**src/cad_defs.svh**
```systemverilog
// Constants for the cartridge management bus address decoder.
// Assumes inclusion by bare name from the matcher and top-level modules.
`ifndef CAD_DEFS_SVH
`define CAD_DEFS_SVH

`define CAD_MEM_UPPER      4'hA
`define CAD_TS_UPPER_LOW   4'h3
`define CAD_TS_UPPER_FLOAT 4'h5
`define CAD_TS_UPPER_HIGH  4'h9
`define CAD_CMD_RESET      8'h00
`define CAD_BYTE_BITS      4'h8
`define CAD_STRAP_SETTLE   2'h3
`define CAD_RW_BIT         0
`define CAD_UPPER_MSB      7
`define CAD_UPPER_LSB      4
`define CAD_SEL_LOW        2'h0
`define CAD_SEL_FLOAT      2'h1
`define CAD_SEL_HIGH       2'h2

`endif

```
**src/cad_pkg.sv**
```systemverilog
// Types shared by the cartridge management bus address decoder.
// Assumes cad_defs.svh is reachable on the include path.
`default_nettype none
package cad_pkg;
   // Three-state select as reported by the pad: low, floating, high.
   typedef logic [1:0] cad_tsel_t;

   // Which on-cartridge component claimed the address byte.
   typedef struct packed {
      logic scratch;
      logic info;
      logic sensor;
   } cad_match_t;

   typedef enum logic [2:0] {
      CAD_IDLE = 3'h0,
      CAD_ADDR = 3'h1,
      CAD_ACK  = 3'h3,
      CAD_DATA = 3'h2,
      CAD_CACK = 3'h6,
      CAD_WAIT = 3'h4
   } cad_state_t;
endpackage
`default_nettype wire

```
**src/cad_addr_match.sv**
```systemverilog
// Address comparator for the two memory components and the thermal sensor.
// Assumes stable select levels; purely combinational.
`include "cad_defs.svh"
`default_nettype none
module cad_addr_match (
   // Received address byte
   input  wire logic [7:0]         addr_byte,
   // Live memory slot selects
   input  wire logic               slot_select_high,
   input  wire logic               slot_select_low,
   // Sensor selects captured at power up
   input  wire cad_pkg::cad_tsel_t sensor_sel_cap,
   input  wire logic               sensor_slot_cap,
   // Result
   output cad_pkg::cad_match_t     match
);
   import cad_pkg::*;

   logic [6:0] mem_base;
   logic [3:0] ts_upper;
   logic [6:0] ts_addr;
   logic       ts_known;

   always_comb begin
      // The direction bit never takes part in the compare.
      mem_base = {`CAD_MEM_UPPER, slot_select_high, slot_select_low, 1'b0}; // RULE_01 RULE_03
      unique case (sensor_sel_cap)
         `CAD_SEL_LOW: begin
            ts_upper = `CAD_TS_UPPER_LOW;
            ts_known = 1'b1;
         end
         `CAD_SEL_FLOAT: begin
            ts_upper = `CAD_TS_UPPER_FLOAT;
            ts_known = 1'b1;
         end
         `CAD_SEL_HIGH: begin
            ts_upper = `CAD_TS_UPPER_HIGH;
            ts_known = 1'b1;
         end
         default: begin
            ts_upper = `CAD_TS_UPPER_LOW;
            ts_known = 1'b0;
         end
      endcase // RULE_05
      ts_addr = {ts_upper, sensor_sel_cap == `CAD_SEL_HIGH,
                 sensor_slot_cap, sensor_sel_cap == `CAD_SEL_FLOAT}; // RULE_06 RULE_07
      match.scratch = addr_byte[7:1] == mem_base; // RULE_02 RULE_04
      match.info    = addr_byte[7:1] == (mem_base | 7'h01); // RULE_02
      match.sensor  = ts_known && (addr_byte[7:1] == ts_addr); // RULE_04
   end
endmodule
`default_nettype wire

```
**src/cad_top.sv**
```systemverilog
// Management bus slave front end for a processor cartridge: decodes the
// address byte for scratch memory, information memory and thermal sensor,
// acknowledges a match and holds the sensor's pending command byte.
// Assumes SCL and SDA arrive asynchronously and are far slower than REF_CLK.
//
// Behaviour
// RULE_01 - Memory components answer only addresses with upper nibble 1010.
// RULE_02 - Address bit 1 picks scratch memory (0) or information memory (1).
// RULE_03 - Memory address bits 3 and 2 follow high and low slot selects.
// RULE_04 - Bit 0 is the read/write flag and never takes part in matching.
// RULE_05 - Sensor decodes one upper pattern 0011, 1001 or 0101 by its select.
// RULE_06 - Select low gives 0011, floating gives 0101 with bit1, high 1001 bit3.
// RULE_07 - Sensor bit 2 follows the slot select, giving six sensor addresses.
// RULE_08 - Sensor captures both selects once at power up and keeps them.
// RULE_09 - The master never issues addresses with upper nibble 0000.
// RULE_10 - The system drives slot selects to firm levels; undriven reads low.
// RULE_11 - Sensor select drivers are valid before the bus supply ramps.
// RULE_12 - Software derives the sensor address from the slot position.
// RULE_13 - Pending sensor command resets to 00h and is invalid until written.
// RULE_14 - A non-matching component gives no acknowledge and idles until start.
`include "cad_defs.svh"
`default_nettype none
module cad_top (
   // Clock, enable and reset
   input  wire logic               REF_CLK,
   input  wire logic               CE,
   input  wire logic               ARST_N,
   // Serial bus pins
   input  wire logic               SCL_IN,
   input  wire logic               SDA_IN,
   output logic                    SDA_OUT,
   output logic                    SDA_OE,
   // Address select pins
   input  wire logic               SLOT_SELECT_HIGH,
   input  wire logic               SLOT_SELECT_LOW,
   input  wire cad_pkg::cad_tsel_t SENSOR_TRISTATE_SELECT,
   // Decode status
   output cad_pkg::cad_match_t     SELECTED,
   output logic                    XFER_READ,
   output logic                    STRAP_DONE,
   // Sensor command
   output logic [7:0]              PENDING_CMD,
   output logic                    CMD_VALID
);
   import cad_pkg::*;

   logic       rst_meta_reg;
   logic       rst_n_reg;
   logic [5:0] sync1_reg;
   logic [5:0] sync2_reg;
   logic       scl_prev_reg;
   logic       sda_prev_reg;
   logic       scl;
   logic       sda;
   logic       scl_rise;
   logic       scl_fall;
   logic       start_cond;
   logic       stop_cond;
   logic [1:0] settle_reg;
   cad_tsel_t  sensor_sel_reg;
   logic       sensor_slot_reg;
   cad_state_t state_reg;
   cad_state_t state_next;
   logic [7:0] shift_reg;
   logic [3:0] bit_cnt_reg;
   logic [7:0] addr_byte;
   cad_match_t match;
   logic       any_match;
   logic       ack_end;

   // Reset is released through two flops so every flop leaves reset together.
   always_ff @(posedge REF_CLK or negedge ARST_N) begin
      if (!ARST_N) begin
         rst_meta_reg <= 1'b0;
         rst_n_reg    <= 1'b0;
      end else if (CE) begin
         rst_meta_reg <= 1'b1;
         rst_n_reg    <= rst_meta_reg;
      end
   end

   // Pin synchronisers; the first rank feeds only the second.
   always_ff @(posedge REF_CLK or negedge rst_n_reg) begin
      if (!rst_n_reg) begin
         sync1_reg    <= 6'h3;
         sync2_reg    <= 6'h3;
         scl_prev_reg <= 1'b1;
         sda_prev_reg <= 1'b1;
      end else if (CE) begin
         sync1_reg    <= {SENSOR_TRISTATE_SELECT, SLOT_SELECT_HIGH,
                          SLOT_SELECT_LOW, SCL_IN, SDA_IN};
         sync2_reg    <= sync1_reg;
         scl_prev_reg <= sync2_reg[1];
         sda_prev_reg <= sync2_reg[0];
      end
   end

   assign scl        = sync2_reg[1];
   assign sda        = sync2_reg[0];
   assign scl_rise   = scl && !scl_prev_reg;
   assign scl_fall   = !scl && scl_prev_reg;
   assign start_cond = scl && scl_prev_reg && !sda && sda_prev_reg;
   assign stop_cond  = scl && scl_prev_reg && sda && !sda_prev_reg;

   // The sensor selects are caught once, after the synchronisers have filled with
   // real pin levels; later pin changes are ignored until the next reset.
   always_ff @(posedge REF_CLK or negedge rst_n_reg) begin
      if (!rst_n_reg) begin
         settle_reg      <= 2'h0;
         sensor_sel_reg  <= `CAD_SEL_LOW;
         sensor_slot_reg <= 1'b0;
         STRAP_DONE      <= 1'b0;
      end else if (CE && !STRAP_DONE) begin
         if (settle_reg == `CAD_STRAP_SETTLE) begin
            sensor_sel_reg  <= sync2_reg[5:4]; // RULE_08
            sensor_slot_reg <= sync2_reg[3]; // RULE_08
            STRAP_DONE      <= 1'b1;
         end else begin
            settle_reg <= settle_reg + 2'h1;
         end
      end
   end

   assign addr_byte = shift_reg;
   assign any_match = |match;
   assign ack_end   = scl_fall && SDA_OE;

   cad_addr_match u_match (
      .addr_byte        (addr_byte),
      .slot_select_high (sync2_reg[3]),
      .slot_select_low  (sync2_reg[2]),
      .sensor_sel_cap   (sensor_sel_reg),
      .sensor_slot_cap  (sensor_slot_reg),
      .match            (match)
   );

   // Bytes are shifted in on SCL rising edges while the line is stable.
   always_ff @(posedge REF_CLK or negedge rst_n_reg) begin
      if (!rst_n_reg) begin
         shift_reg   <= 8'h00;
         bit_cnt_reg <= 4'h0;
      end else if (CE) begin
         if (start_cond || state_reg == CAD_ACK || state_reg == CAD_CACK) begin
            bit_cnt_reg <= 4'h0;
         end else if (scl_rise && bit_cnt_reg != `CAD_BYTE_BITS) begin
            shift_reg   <= {shift_reg[6:0], sda};
            bit_cnt_reg <= bit_cnt_reg + 4'h1;
         end
      end
   end

   // A match comes from the byte as it stands after the eighth bit, so the
   // compare uses the shifted value one cycle after the last edge.
   always_comb begin
      state_next = state_reg;
      unique case (state_reg)
         CAD_IDLE, CAD_WAIT: begin
            if (start_cond) begin
               state_next = CAD_ADDR; // RULE_14
            end
         end
         CAD_ADDR: begin
            if (bit_cnt_reg == `CAD_BYTE_BITS) begin
               if (STRAP_DONE && any_match) begin
                  state_next = CAD_ACK;
               end else begin
                  state_next = CAD_WAIT; // RULE_14
               end
            end
         end
         CAD_ACK: begin
            if (ack_end) begin
               state_next = (SELECTED.sensor && !XFER_READ) ? CAD_DATA
                                                            : CAD_WAIT;
            end
         end
         CAD_DATA: begin
            if (bit_cnt_reg == `CAD_BYTE_BITS) begin
               state_next = CAD_CACK;
            end
         end
         CAD_CACK: begin
            if (ack_end) begin
               state_next = CAD_WAIT;
            end
         end
         default: state_next = CAD_IDLE;
      endcase
      if (stop_cond) begin
         state_next = CAD_IDLE;
      end else if (start_cond) begin
         state_next = CAD_ADDR;
      end
   end

   always_ff @(posedge REF_CLK or negedge rst_n_reg) begin
      if (!rst_n_reg) begin
         state_reg <= CAD_IDLE;
      end else if (CE) begin
         state_reg <= state_next;
      end
   end

   // Selection flags stand from the address acknowledge to the next start
   // or stop condition.
   always_ff @(posedge REF_CLK or negedge rst_n_reg) begin
      if (!rst_n_reg) begin
         SELECTED  <= '0;
         XFER_READ <= 1'b0;
      end else if (CE) begin
         if (start_cond || stop_cond) begin
            SELECTED  <= '0;
            XFER_READ <= 1'b0;
         end else if (state_reg == CAD_ADDR && state_next == CAD_ACK) begin
            SELECTED  <= match;
            XFER_READ <= addr_byte[`CAD_RW_BIT]; // RULE_04
         end
      end
   end

   // Acknowledge: pull SDA low from the falling edge after the eighth bit
   // to the following falling edge. Nothing is driven on a miss.
   always_ff @(posedge REF_CLK or negedge rst_n_reg) begin
      if (!rst_n_reg) begin
         SDA_OUT <= 1'b0;
         SDA_OE  <= 1'b0;
      end else if (CE) begin
         SDA_OUT <= 1'b0;
         if (start_cond || stop_cond || ack_end) begin
            SDA_OE <= 1'b0;
         end else if (scl_fall &&
                      (state_reg == CAD_ACK || state_reg == CAD_CACK)) begin
            SDA_OE <= 1'b1; // RULE_14
         end
      end
   end

   // The command byte only counts once it has been acknowledged; until then
   // a receive-byte transfer would see the reserved reset value.
   always_ff @(posedge REF_CLK or negedge rst_n_reg) begin
      if (!rst_n_reg) begin
         PENDING_CMD <= `CAD_CMD_RESET; // RULE_13
         CMD_VALID   <= 1'b0; // RULE_13
      end else if (CE && state_reg == CAD_CACK && ack_end) begin
         PENDING_CMD <= shift_reg;
         CMD_VALID   <= 1'b1;
      end
   end
endmodule
`default_nettype wire

```
**config.mk**
```make
export PLATFORM = sky130hd
export DESIGN_NAME = cad_top
export DESIGN_NICKNAME = d
export VERILOG_FILES = /design/src/cad_pkg.sv /design/src/cad_addr_match.sv /design/src/cad_top.sv
export VERILOG_INCLUDE_DIRS = /design/src
export SDC_FILE = /design/constraint.sdc
export NUM_CORES = 1
export LEC_CHECK = 0
export BUFFER_PORTS_ARGS = -buffer_cell sky130_fd_sc_hd__buf_2
export CAP_MARGIN = 20
export CORE_ASPECT_RATIO = 1.1
export CORE_MARGIN = 3
export CORE_UTILIZATION = 25
export CTS_CLUSTER_DIAMETER = 50
export DETAILED_ROUTE_END_ITERATION = 10
export PLACE_DENSITY_LB_ADDON = 0.3
export SKIP_LAST_GASP = 1
export SLEW_MARGIN = 10
export SYNTH_ARGS = -nofsm -noshare
export SYNTH_HDL_FRONTEND = slang
export SYNTH_SLANG_ARGS = --single-unit
```
**constraint.sdc**
```tcl
create_clock -name REF_CLK -period 1.8 [get_ports REF_CLK]
set_input_delay 0.54 -clock REF_CLK [delete_from_list [all_inputs] [get_ports REF_CLK]]
set_output_delay 0.54 -clock REF_CLK [all_outputs]
set_load 0.01 [all_outputs]
```
# Word level (Yosys, flattened, before mapping)
# Cells that the tools add are included.
[word_totals]
register_bits = 51
in_bits = 9
output_inout_bits = 16
wordCells = 99
[classes]
add_sub_neg = 2
n_eq_ne = 14
muxes = 19
bitwise_logic = 2
n_reduce_logical = 42
[ops]
columns = ["operator", "n"]
rows = [
  ["$mux 3", 10],
  ["$eq 7x7->1", 3],
  ["$logic_and 1x1->1", 17],
  ["$pmux 3 s5", 1],
  ["$reduce_and 2->1", 5],
  ["$eq 3x2->1 const B", 3],
  ["$mux 4", 2],
  ["$pmux 4 s2", 1],
  ["$eq 3x3->1 const B", 2],
  ["$logic_not 1->1", 6],
  ["$reduce_bool 2->1", 3],
  ["$reduce_or 3->1", 2],
  ["$logic_or 1x1->1", 5],
  ["$mux 1", 5],
  ["$add 4x1->4 const B", 1],
  ["$eq 2x2->1 const B", 2],
  ["$eq 4x4->1 const B", 1],
  ["$ne 4x4->1 const B", 1],
  ["$eq 3x1->1 const B", 1],
  ["$logic_not 3->1", 1],
  ["$reduce_and 3->1", 1],
  ["$add 2x1->2 const B", 1],
  ["$eq 2x1->1 const B", 1],
  ["$logic_not 2->1", 1],
  ["2 further kinds", 3],
]

# Depth between registers and ports, before layout
# Gate-level depths: netlist of run 1.
[logic_depth]
ltp_word = 15
mapped_depth = 7
depth_no_buf = 7

# Hierarchy
# A second synthesis of run 1 with hierarchy kept.
[hier_totals]
hier_cells = 196
area_unflattened_um2 = 2481.1
[modules_own_cells]
columns = ["mod", "instances", "cells_per_inst", "area_each_um2", "seq_area_each_um2"]
rows = [
  ["cad_top", 1, 177, 2327.2, 1283.7],
  ["cad_addr_match", 1, 19, 153.9, 0.0],
]

# Worst setup path before layout of run 1
# Ideal clock, no wire load.
[synth_path]
path_type = "register to register"
start = "register sensor_sel_reg[0]"
end = "register SELECTED[0] (netlist name)"
setup_time_ns = 0.125
arrival_ns = 1.676
t_required_ns = 1.675
slack_ns = -0.001
path_stages_with_launch = 8
n_path_buf = 0
period_less_slack_ns = 1.801
path_cell_list = "dfrtp_1 > inv_1 > ha_1 > xnor2_1 > nand4_1 > o2bb2a_4 > nor2_8 > mux2_4"
[synth_between]
elab_chain_cells = 15
elab_cells_between_ends = 21
classes_between = "4 x eq/ne; 9 x mux; 8 x reduce/logical"
[synth_rtl]
columns = ["item", "line_no", "rtl"]
rows = [
  ["start, declared", "cad_top.sv:60", "cad_tsel_t sensor_sel_reg;"],
  ["start signal, assigned", "cad_top.sv:110", "sensor_sel_reg <= `CAD_SEL_LOW;"],
  ["start signal, assigned", "cad_top.sv:115", "sensor_sel_reg <= sync2_reg[5:4];"],
  ["$eq 2x2->1 (tied with other cells)", "cad_addr_match.sv:27", "unique case (sensor_sel_cap)"],
  ["$pmux 4 s2 / $reduce_or 3->1 (equally long branches)", "n/a", ""],
  ["$eq 7x7->1 / $mux 1 (equally long branches)", "cad_addr_match.sv:49, cad_addr_match.sv:27", ""],
  ["$logic_and 1x1->1 *", "cad_addr_match.sv:49", "match.sensor = ts_known && (addr_byte[7:1] == ts_addr);"],
  ["$reduce_or 3->1", "cad_top.sv:125", "assign any_match = |match;"],
  ["$logic_and 1x1->1", "cad_top.sv:164", "if (STRAP_DONE && any_match) begin"],
  ["$mux 3", "cad_top.sv:164", ""],
  ["$mux 3", "cad_top.sv:163", "if (bit_cnt_reg == `CAD_BYTE_BITS) begin"],
  ["$pmux 3 s5", "cad_top.sv:156", "unique case (state_reg)"],
  ["$mux 3", "cad_top.sv:191", "end else if (start_cond) begin"],
  ["$mux 3", "cad_top.sv:189", "if (stop_cond) begin"],
  ["$eq 3x2->1", "cad_top.sv:214", "end else if (state_reg == CAD_ADDR && state_next == CAD_ACK) begin"],
  ["$logic_and 1x1->1", "cad_top.sv:214", ""],
  ["$reduce_bool 2->1 (no line)", "n/a", ""],
  ["$reduce_and 2->1 (no line)", "n/a", ""],
  ["end signal, assigned", "cad_top.sv:215", "SELECTED <= match;"],
  ["end, declared", "cad_top.sv:38", "output cad_pkg::cad_match_t SELECTED,"],
]
# Every way passes the cells marked *; elsewhere a longest branch is shown, timed or not. The select of a mux whose other input is x is not followed.
# A chain may end at the register's enable or synchronous reset.

# Final worst setup path of run 1
[layout_path]
start = "register sensor_sel_reg[1]"
end = "register SELECTED[0] (netlist name)"
# Same word-level chain as after synthesis.

==> results of run 1 <==
## worst paths after layout
check / to / slack [ns] / cells after the start
max reg2reg: SELECTED[0]$_DFFE_PN0P_ / 0.05 / 6
min: sync1_reg[5]$_DFFE_PN0P_ / 0.24 / 1
max in group asynchronous: sync1_reg[1]$_DFFE_PN1P_ / 1.13 / 1
min reg2reg: sync1_reg[5]$_DFFE_PN0P_ / 0.24 / 1
min in group REF_CLK: rst_meta_reg$_DFFE_PN0P_ / 0.47 / 1
max: SELECTED[0]$_DFFE_PN0P_ / 0.05 / 6
## kinds of logic after synthesis
group,synth area share [%]
flops,51.4
buf+inv,2.81
mux,18.4
compound gates,7.52
xor+xnor,2.46
fa+ha+maj,3.01
other cells,0.150
simple gates,14.2
## per-stage QoR
| stage | cell area [um^2] | setup TNS [ns] |
|---|---|---|
| after global routing | 3050 | -0.151 |
| after CTS | 2990 | 0 |
| after floorplan | 2500 | 0 |
| after detailed placement | 2840 | -0.0435 |
| final | 3050 | 0 |
| after global placement | 2840 | 0 |
## worst max-delay path: cells and delay by family (launching register included)
kind                     cells  cell delay (ns)
flip-flops                   1             0.45
AND/OR/NAND/NOR              2             0.21
adder cells (fa/ha/maj)      1             0.25
XOR/XNOR                     1             0.16
multiplexers                 1             0.29
AO/OA/AOI/OAI                1             0.27
## Yosys cell counts, types with 2 or more instances
cell type	count	area share [%]
a21o_1	2	0.60
a21oi_1	2	0.40
and3_1	3	0.75
buf_2	2	0.40
buf_4	2	0.60
dfrtp_1	45	45
dfstp_2	6	6.3
ha_1	6	3.0
inv_1	8	1.2
mux2_2	36	16
mux2i_1	4	1.6
nand2_1	11	1.7
nand2b_1	4	1.0
nand3_1	4	0.80
nand3b_1	2	0.60
nor2_1	6	0.90
nor2b_1	2	0.50
nor3_1	4	0.80
o21ai_0	6	1.2
or2_2	2	0.50
xnor2_1	3	1.1
xor2_1	4	1.4
## where the power goes
part           switching, mW  total [mW]  internal (mW)
combinational          0.360       0.882          0.522
sequential             0.271        1.67           1.40
clock                  0.372       0.927          0.556
total                   1.00        3.48           2.48
## per-layer routing
| layer | vias up | global-route usage (%) | routed length, um | share of wire (%) |
|---|---|---|---|---|
| li1 | 774 | - | - | - |
| met1 | 777 | 12.1 | 2240 | 47 |
| met2 | 16 | 15.2 | 2350 | 50 |
| met3 | 2 | 2.01 | 116 | 2.4 |
| met4 | 0 | 2.39 | 29 | 0.61 |
| met5 | - | 0 | 0 | 0 |
## layout make-up
class	count	share of cell area (%)
clock buffer	6	2.38
clock inverter	2	1.97
inverter	8	0.986
multi-input combinational	129	38.4
sequential	51	42.2
tap	117	4.80
timing repair buffer	41	9.24
## timing repair
action / CTS / global route
hold endpoints to repair: 2 / 0
pin swaps: 0 / 7
buffers inserted: 1 / 2
resized for setup: 1 / 7
hold buffers: 1 / 0
setup endpoints to repair: 4 / 9
==> impl_metrics.tcl, run 1 <==
set metrics [dict create \
    antenna_found_initial 0 \
    layout_common_cells "dfrtp_1 (43), mux2_2 (36), buf_2 (23), buf_4 (14), nand2_1 (11)" \
    grt_pass1_vias 1658 \
    fin_crit_sh_pct 97.4 \
    overflow 0 \
    hold_viol_final 0 \
    ys_ff_latch 51 \
    worst_slack_ns 0.0476 \
    dp_worst_setup_slack_ns -0.0301 \
    worstSetupPathType "reg -> reg" \
    die_h_um 111 \
    syn_to_final_growth_pct 22.1 \
    period_needed_ns 1.75 \
    ant_nets 0 \
    grt_pass1_wl_um 8310 \
    post_drt_wl_per_cell_um 13.4 \
    p_total_mw 3.48 \
    seq_area_um2 1290 \
    multiInputGateArea_um2 1170 \
    synth_cell_types 52 \
    async_flop_share_pct 100 \
    final_core_util_pct 31.9 \
    clkSinkCount 51 \
    rsz0062_at_grt "true" \
    startpoint_type "register" \
    clk_latency_ns 0.29 \
    vias 1569 \
    synth_flop_cell "dfrtp_1" \
    cts_root_buffer "clkbuf_8" \
    min_path_type "reg -> async" \
    nets 251 \
    num_antenna_cells 0 \
    maxCapViolations 0 \
    avgViaCountPerCell 4.43 \
    dp.cells 342 \
    ios 25 \
    finClkSkew_ns 0.00466 \
    setup_viol 0 \
    grtUsageTotal_pct 9.21 \
    syn_area_um2 2500 \
    core_area_um2 9540 \
    path_clk_slew_ns 0.09 \
    critical_path.max_fanout 4 \
    hpwl_um 3540 \
    drt-initial-drc-count 45 \
    routed_wl_um 4740 \
    start_util_pct 26.2 \
    clk_path_buf_depth 2 \
    slew_viol_final 0 \
    p_leak_nw 1.37 \
    instances_no_fill 354 \
    rows 37 \
    synth-seq-area-share_pct 51.4 \
    cts_made_buffers 5 \
    cp.required_ns 1.99 \
    grt_max_degree 33 \
    drc 0 \
    r2r-start "sensor_sel_reg[1]$_DFFE_PN0P_" \
    status "complete, no violations" \
    synth-edff-count 0 \
    drive_gt1_share_pct 46.8 \
    powerDensity_nw_per_um2 1140 \
    port_buffers 23 \
    whs_ns 0.245 \
    syn-num-nets 209 \
    worstPathCellList "ha_4 -> xnor2_2 -> nand4_1 -> o2bb2a_4 -> nor2_8 -> mux2_4" \
    place_congestion 0.738 \
    startpoint "sensor_sel_reg[1]$_DFFE_PN0P_" \
    yosys_warnings 0 \
    cp-end-kind "register" \
    avgSynthCellArea_um2 12.9 \
    layout_commonest_cell "dfrtp_1" \
    cts_max_level 2 \
    tritoncts "yes" \
    crit_arrival_ns 1.94 \
    fillers 973 \
    die_w_um 101 \
    worst_path_largest_cell_delay_ns 0.45 \
    slowest_stage "dfrtp_2" \
    fmax_mhz 571 \
    drt_pass1_iterations 4 \
    ir_drop_mv 0.445 \
    die-area_um2 11200 \
    synthCells 194 \
]
No activity file was read; power rests on OpenSTA's default activity.
==> inputs of run 2 (changes only) <==
CORE_UTILIZATION = 55   (was 25)
==> run 2 against run 1 <==
Against the previous run: fmax grew 1.5%; die area down 52%; critical path depth fell by 1; highest routed layer unchanged; non-clock buffer count fell by 1; worst hold slack gained 0.13 ns; first-iteration DRC count grew 110%; critical path type unchanged; largest power group unchanged; setup slack improved by 0.026 ns; combinational power rose by 13%.
==> impl_metrics.tcl, run 2 (same netlist as run 1, synthesis figures left out) <==
set metrics [dict create \
    status "complete, no violations" \
    cts_max_level 2 \
    antenna_found_initial 0 \
    cts_made_buffers 5 \
    routed_wl_um 4220 \
    num_antenna_cells 0 \
    hold_viol_final 0 \
    slew_viol_final 0 \
    layout_common_cells "dfrtp_1 (44), mux2_2 (36), buf_2 (23), buf_4 (13), nand2_1 (11)" \
    finClkSkew_ns 0.00485 \
    clk_path_buf_depth 2 \
    post_drt_wl_per_cell_um 14.6 \
    min_path_type "reg -> async" \
    clkSinkCount 51 \
    p_total_mw 3.47 \
    start_util_pct 57.4 \
    fin_crit_sh_pct 95.9 \
    overflow 0 \
    avgViaCountPerCell 5.42 \
    seq_area_um2 1280 \
    ant_nets 0 \
    grt_max_degree 50 \
    die_w_um 70.2 \
    maxCapViolations 0 \
    setup_viol 0 \
    ios 25 \
    dpl_cell_area_um2 2750 \
    nets 250 \
    cp-end-kind "register" \
    syn_to_final_growth_pct 19.0 \
    vias 1571 \
    stdcell_area_um2 2970 \
    rsz0062_at_grt "false" \
    worstSetupPathType "reg -> reg" \
    dp.cells 276 \
    clk_latency_ns 0.30 \
    critical_path.max_fanout 5 \
    drive_gt1_share_pct 48.3 \
    place_congestion 0.782 \
    tightest_slew_ns 0.601 \
    core_area_um2 4350 \
    path_clk_slew_ns 0.09 \
    hpwl_um 3030 \
    multiInputGateArea_um2 1200 \
    tritoncts "yes" \
    die-area_um2 5380 \
    period_needed_ns 1.73 \
    cts_root_buffer "clkbuf_8" \
    drt-initial-drc-count 95 \
    rows 25 \
    die_h_um 76.7 \
    grt_pass1_wl_um 7490 \
    slew_headroom_pct 60.0 \
    crit_arrival_ns 1.92 \
    whs_ns 0.372 \
    ir_drop_mv 0.847 \
    port_buffers 23 \
    drc 0 \
    grtUsageTotal_pct 17.7 \
    fillers 327 \
    grt_pass1_vias 1581 \
    cp.required_ns 2.00 \
    layout_commonest_cell "dfrtp_1" \
    fmax_mhz 579 \
    final_core_util_pct 68.3 \
    instances_no_fill 290 \
    powerDensity_nw_per_um2 1170 \
    p_leak_nw 1.37 \
    drt_pass1_iterations 4 \
    startpoint_type "register" \
]
-- run 2: final cells by class --
| class | instances | area share, % |
|---|---|---|
| Inverter | 8 | 1.01 |
| Clock inverter | 2 | 1.18 |
| Multi-Input combinational cell | 129 | 40.3 |
| Timing Repair Buffer | 40 | 9.22 |
| Sequential cell | 51 | 43.3 |
| Clock buffer | 6 | 2.78 |
| Tap cell | 54 | 2.27 |
-- run 2: worst max-delay path, stage by stage (launching register included) --
cell	delay, ns
dfstp_2	0.53
nand2b_1	0.24
a21o_1	0.28
nand3_4	0.13
nor2_8	0.14
mux2_4	0.30
-- run 2: where the power goes --
part | internal, mW | switching (mW)
clock network | 0.450 | 0.356
registers | 1.40 | 0.264
logic | 0.587 | 0.409
total | 2.44 | 1.03
-- run 2: final timing paths --
path	end	slack (ns)	cells after the start	start
max in group asynchronous	addr_byte[7]$_DFFE_PN0P_	1.02	1	rst_n_reg$_DFFE_PN0P_
min reg2reg	sync1_reg[5]$_DFFE_PN0P_	0.37	1	rst_n_reg$_DFFE_PN0P_
max reg2reg	SELECTED[0]$_DFFE_PN0P_	0.07	5	sync2_reg[0]$_DFFE_PN1P_
min	sync1_reg[5]$_DFFE_PN0P_	0.37	1	rst_n_reg$_DFFE_PN0P_
max	SELECTED[0]$_DFFE_PN0P_	0.07	5	sync2_reg[0]$_DFFE_PN1P_
min in group REF_CLK	sync1_reg[2]$_DFFE_PN0P_	0.47	2	SLOT_SELECT_LOW
-- run 2: stage by stage --
step	setup WS [ns]	setup TNS, ns
floorplan	0.0165	0
global placement	0.0236	0
detailed placement	-0.0408	-0.0907
CTS	0.000989	0
global route	0.00119	0
finish	0.0734	0
-- run 2: routing by layer --
| layer | track usage [%] | part of all wire (%) | vias to the layer above |
|---|---|---|---|
| met1 | 22.6 | 46 | 769 |
| li1 | - | - | 770 |
| met4 | 7.85 | 2.5 | 0 |
| met2 | 27.6 | 49 | 24 |
| met5 | 0 | 0 | - |
| met3 | 5.50 | 3.3 | 8 |
-- run 2: repair_timing --
| item | 4_1_cts | 5_1_grt |
|---|---|---|
| pin swaps | 2 | 9 |
| setup buffers | 4 | 1 |
| setup endpoints to repair | 4 | 8 |
| hold buffers | 1 | 0 |
| gates resized for setup | 1 | 11 |
| hold endpoints to repair | 2 | 0 |
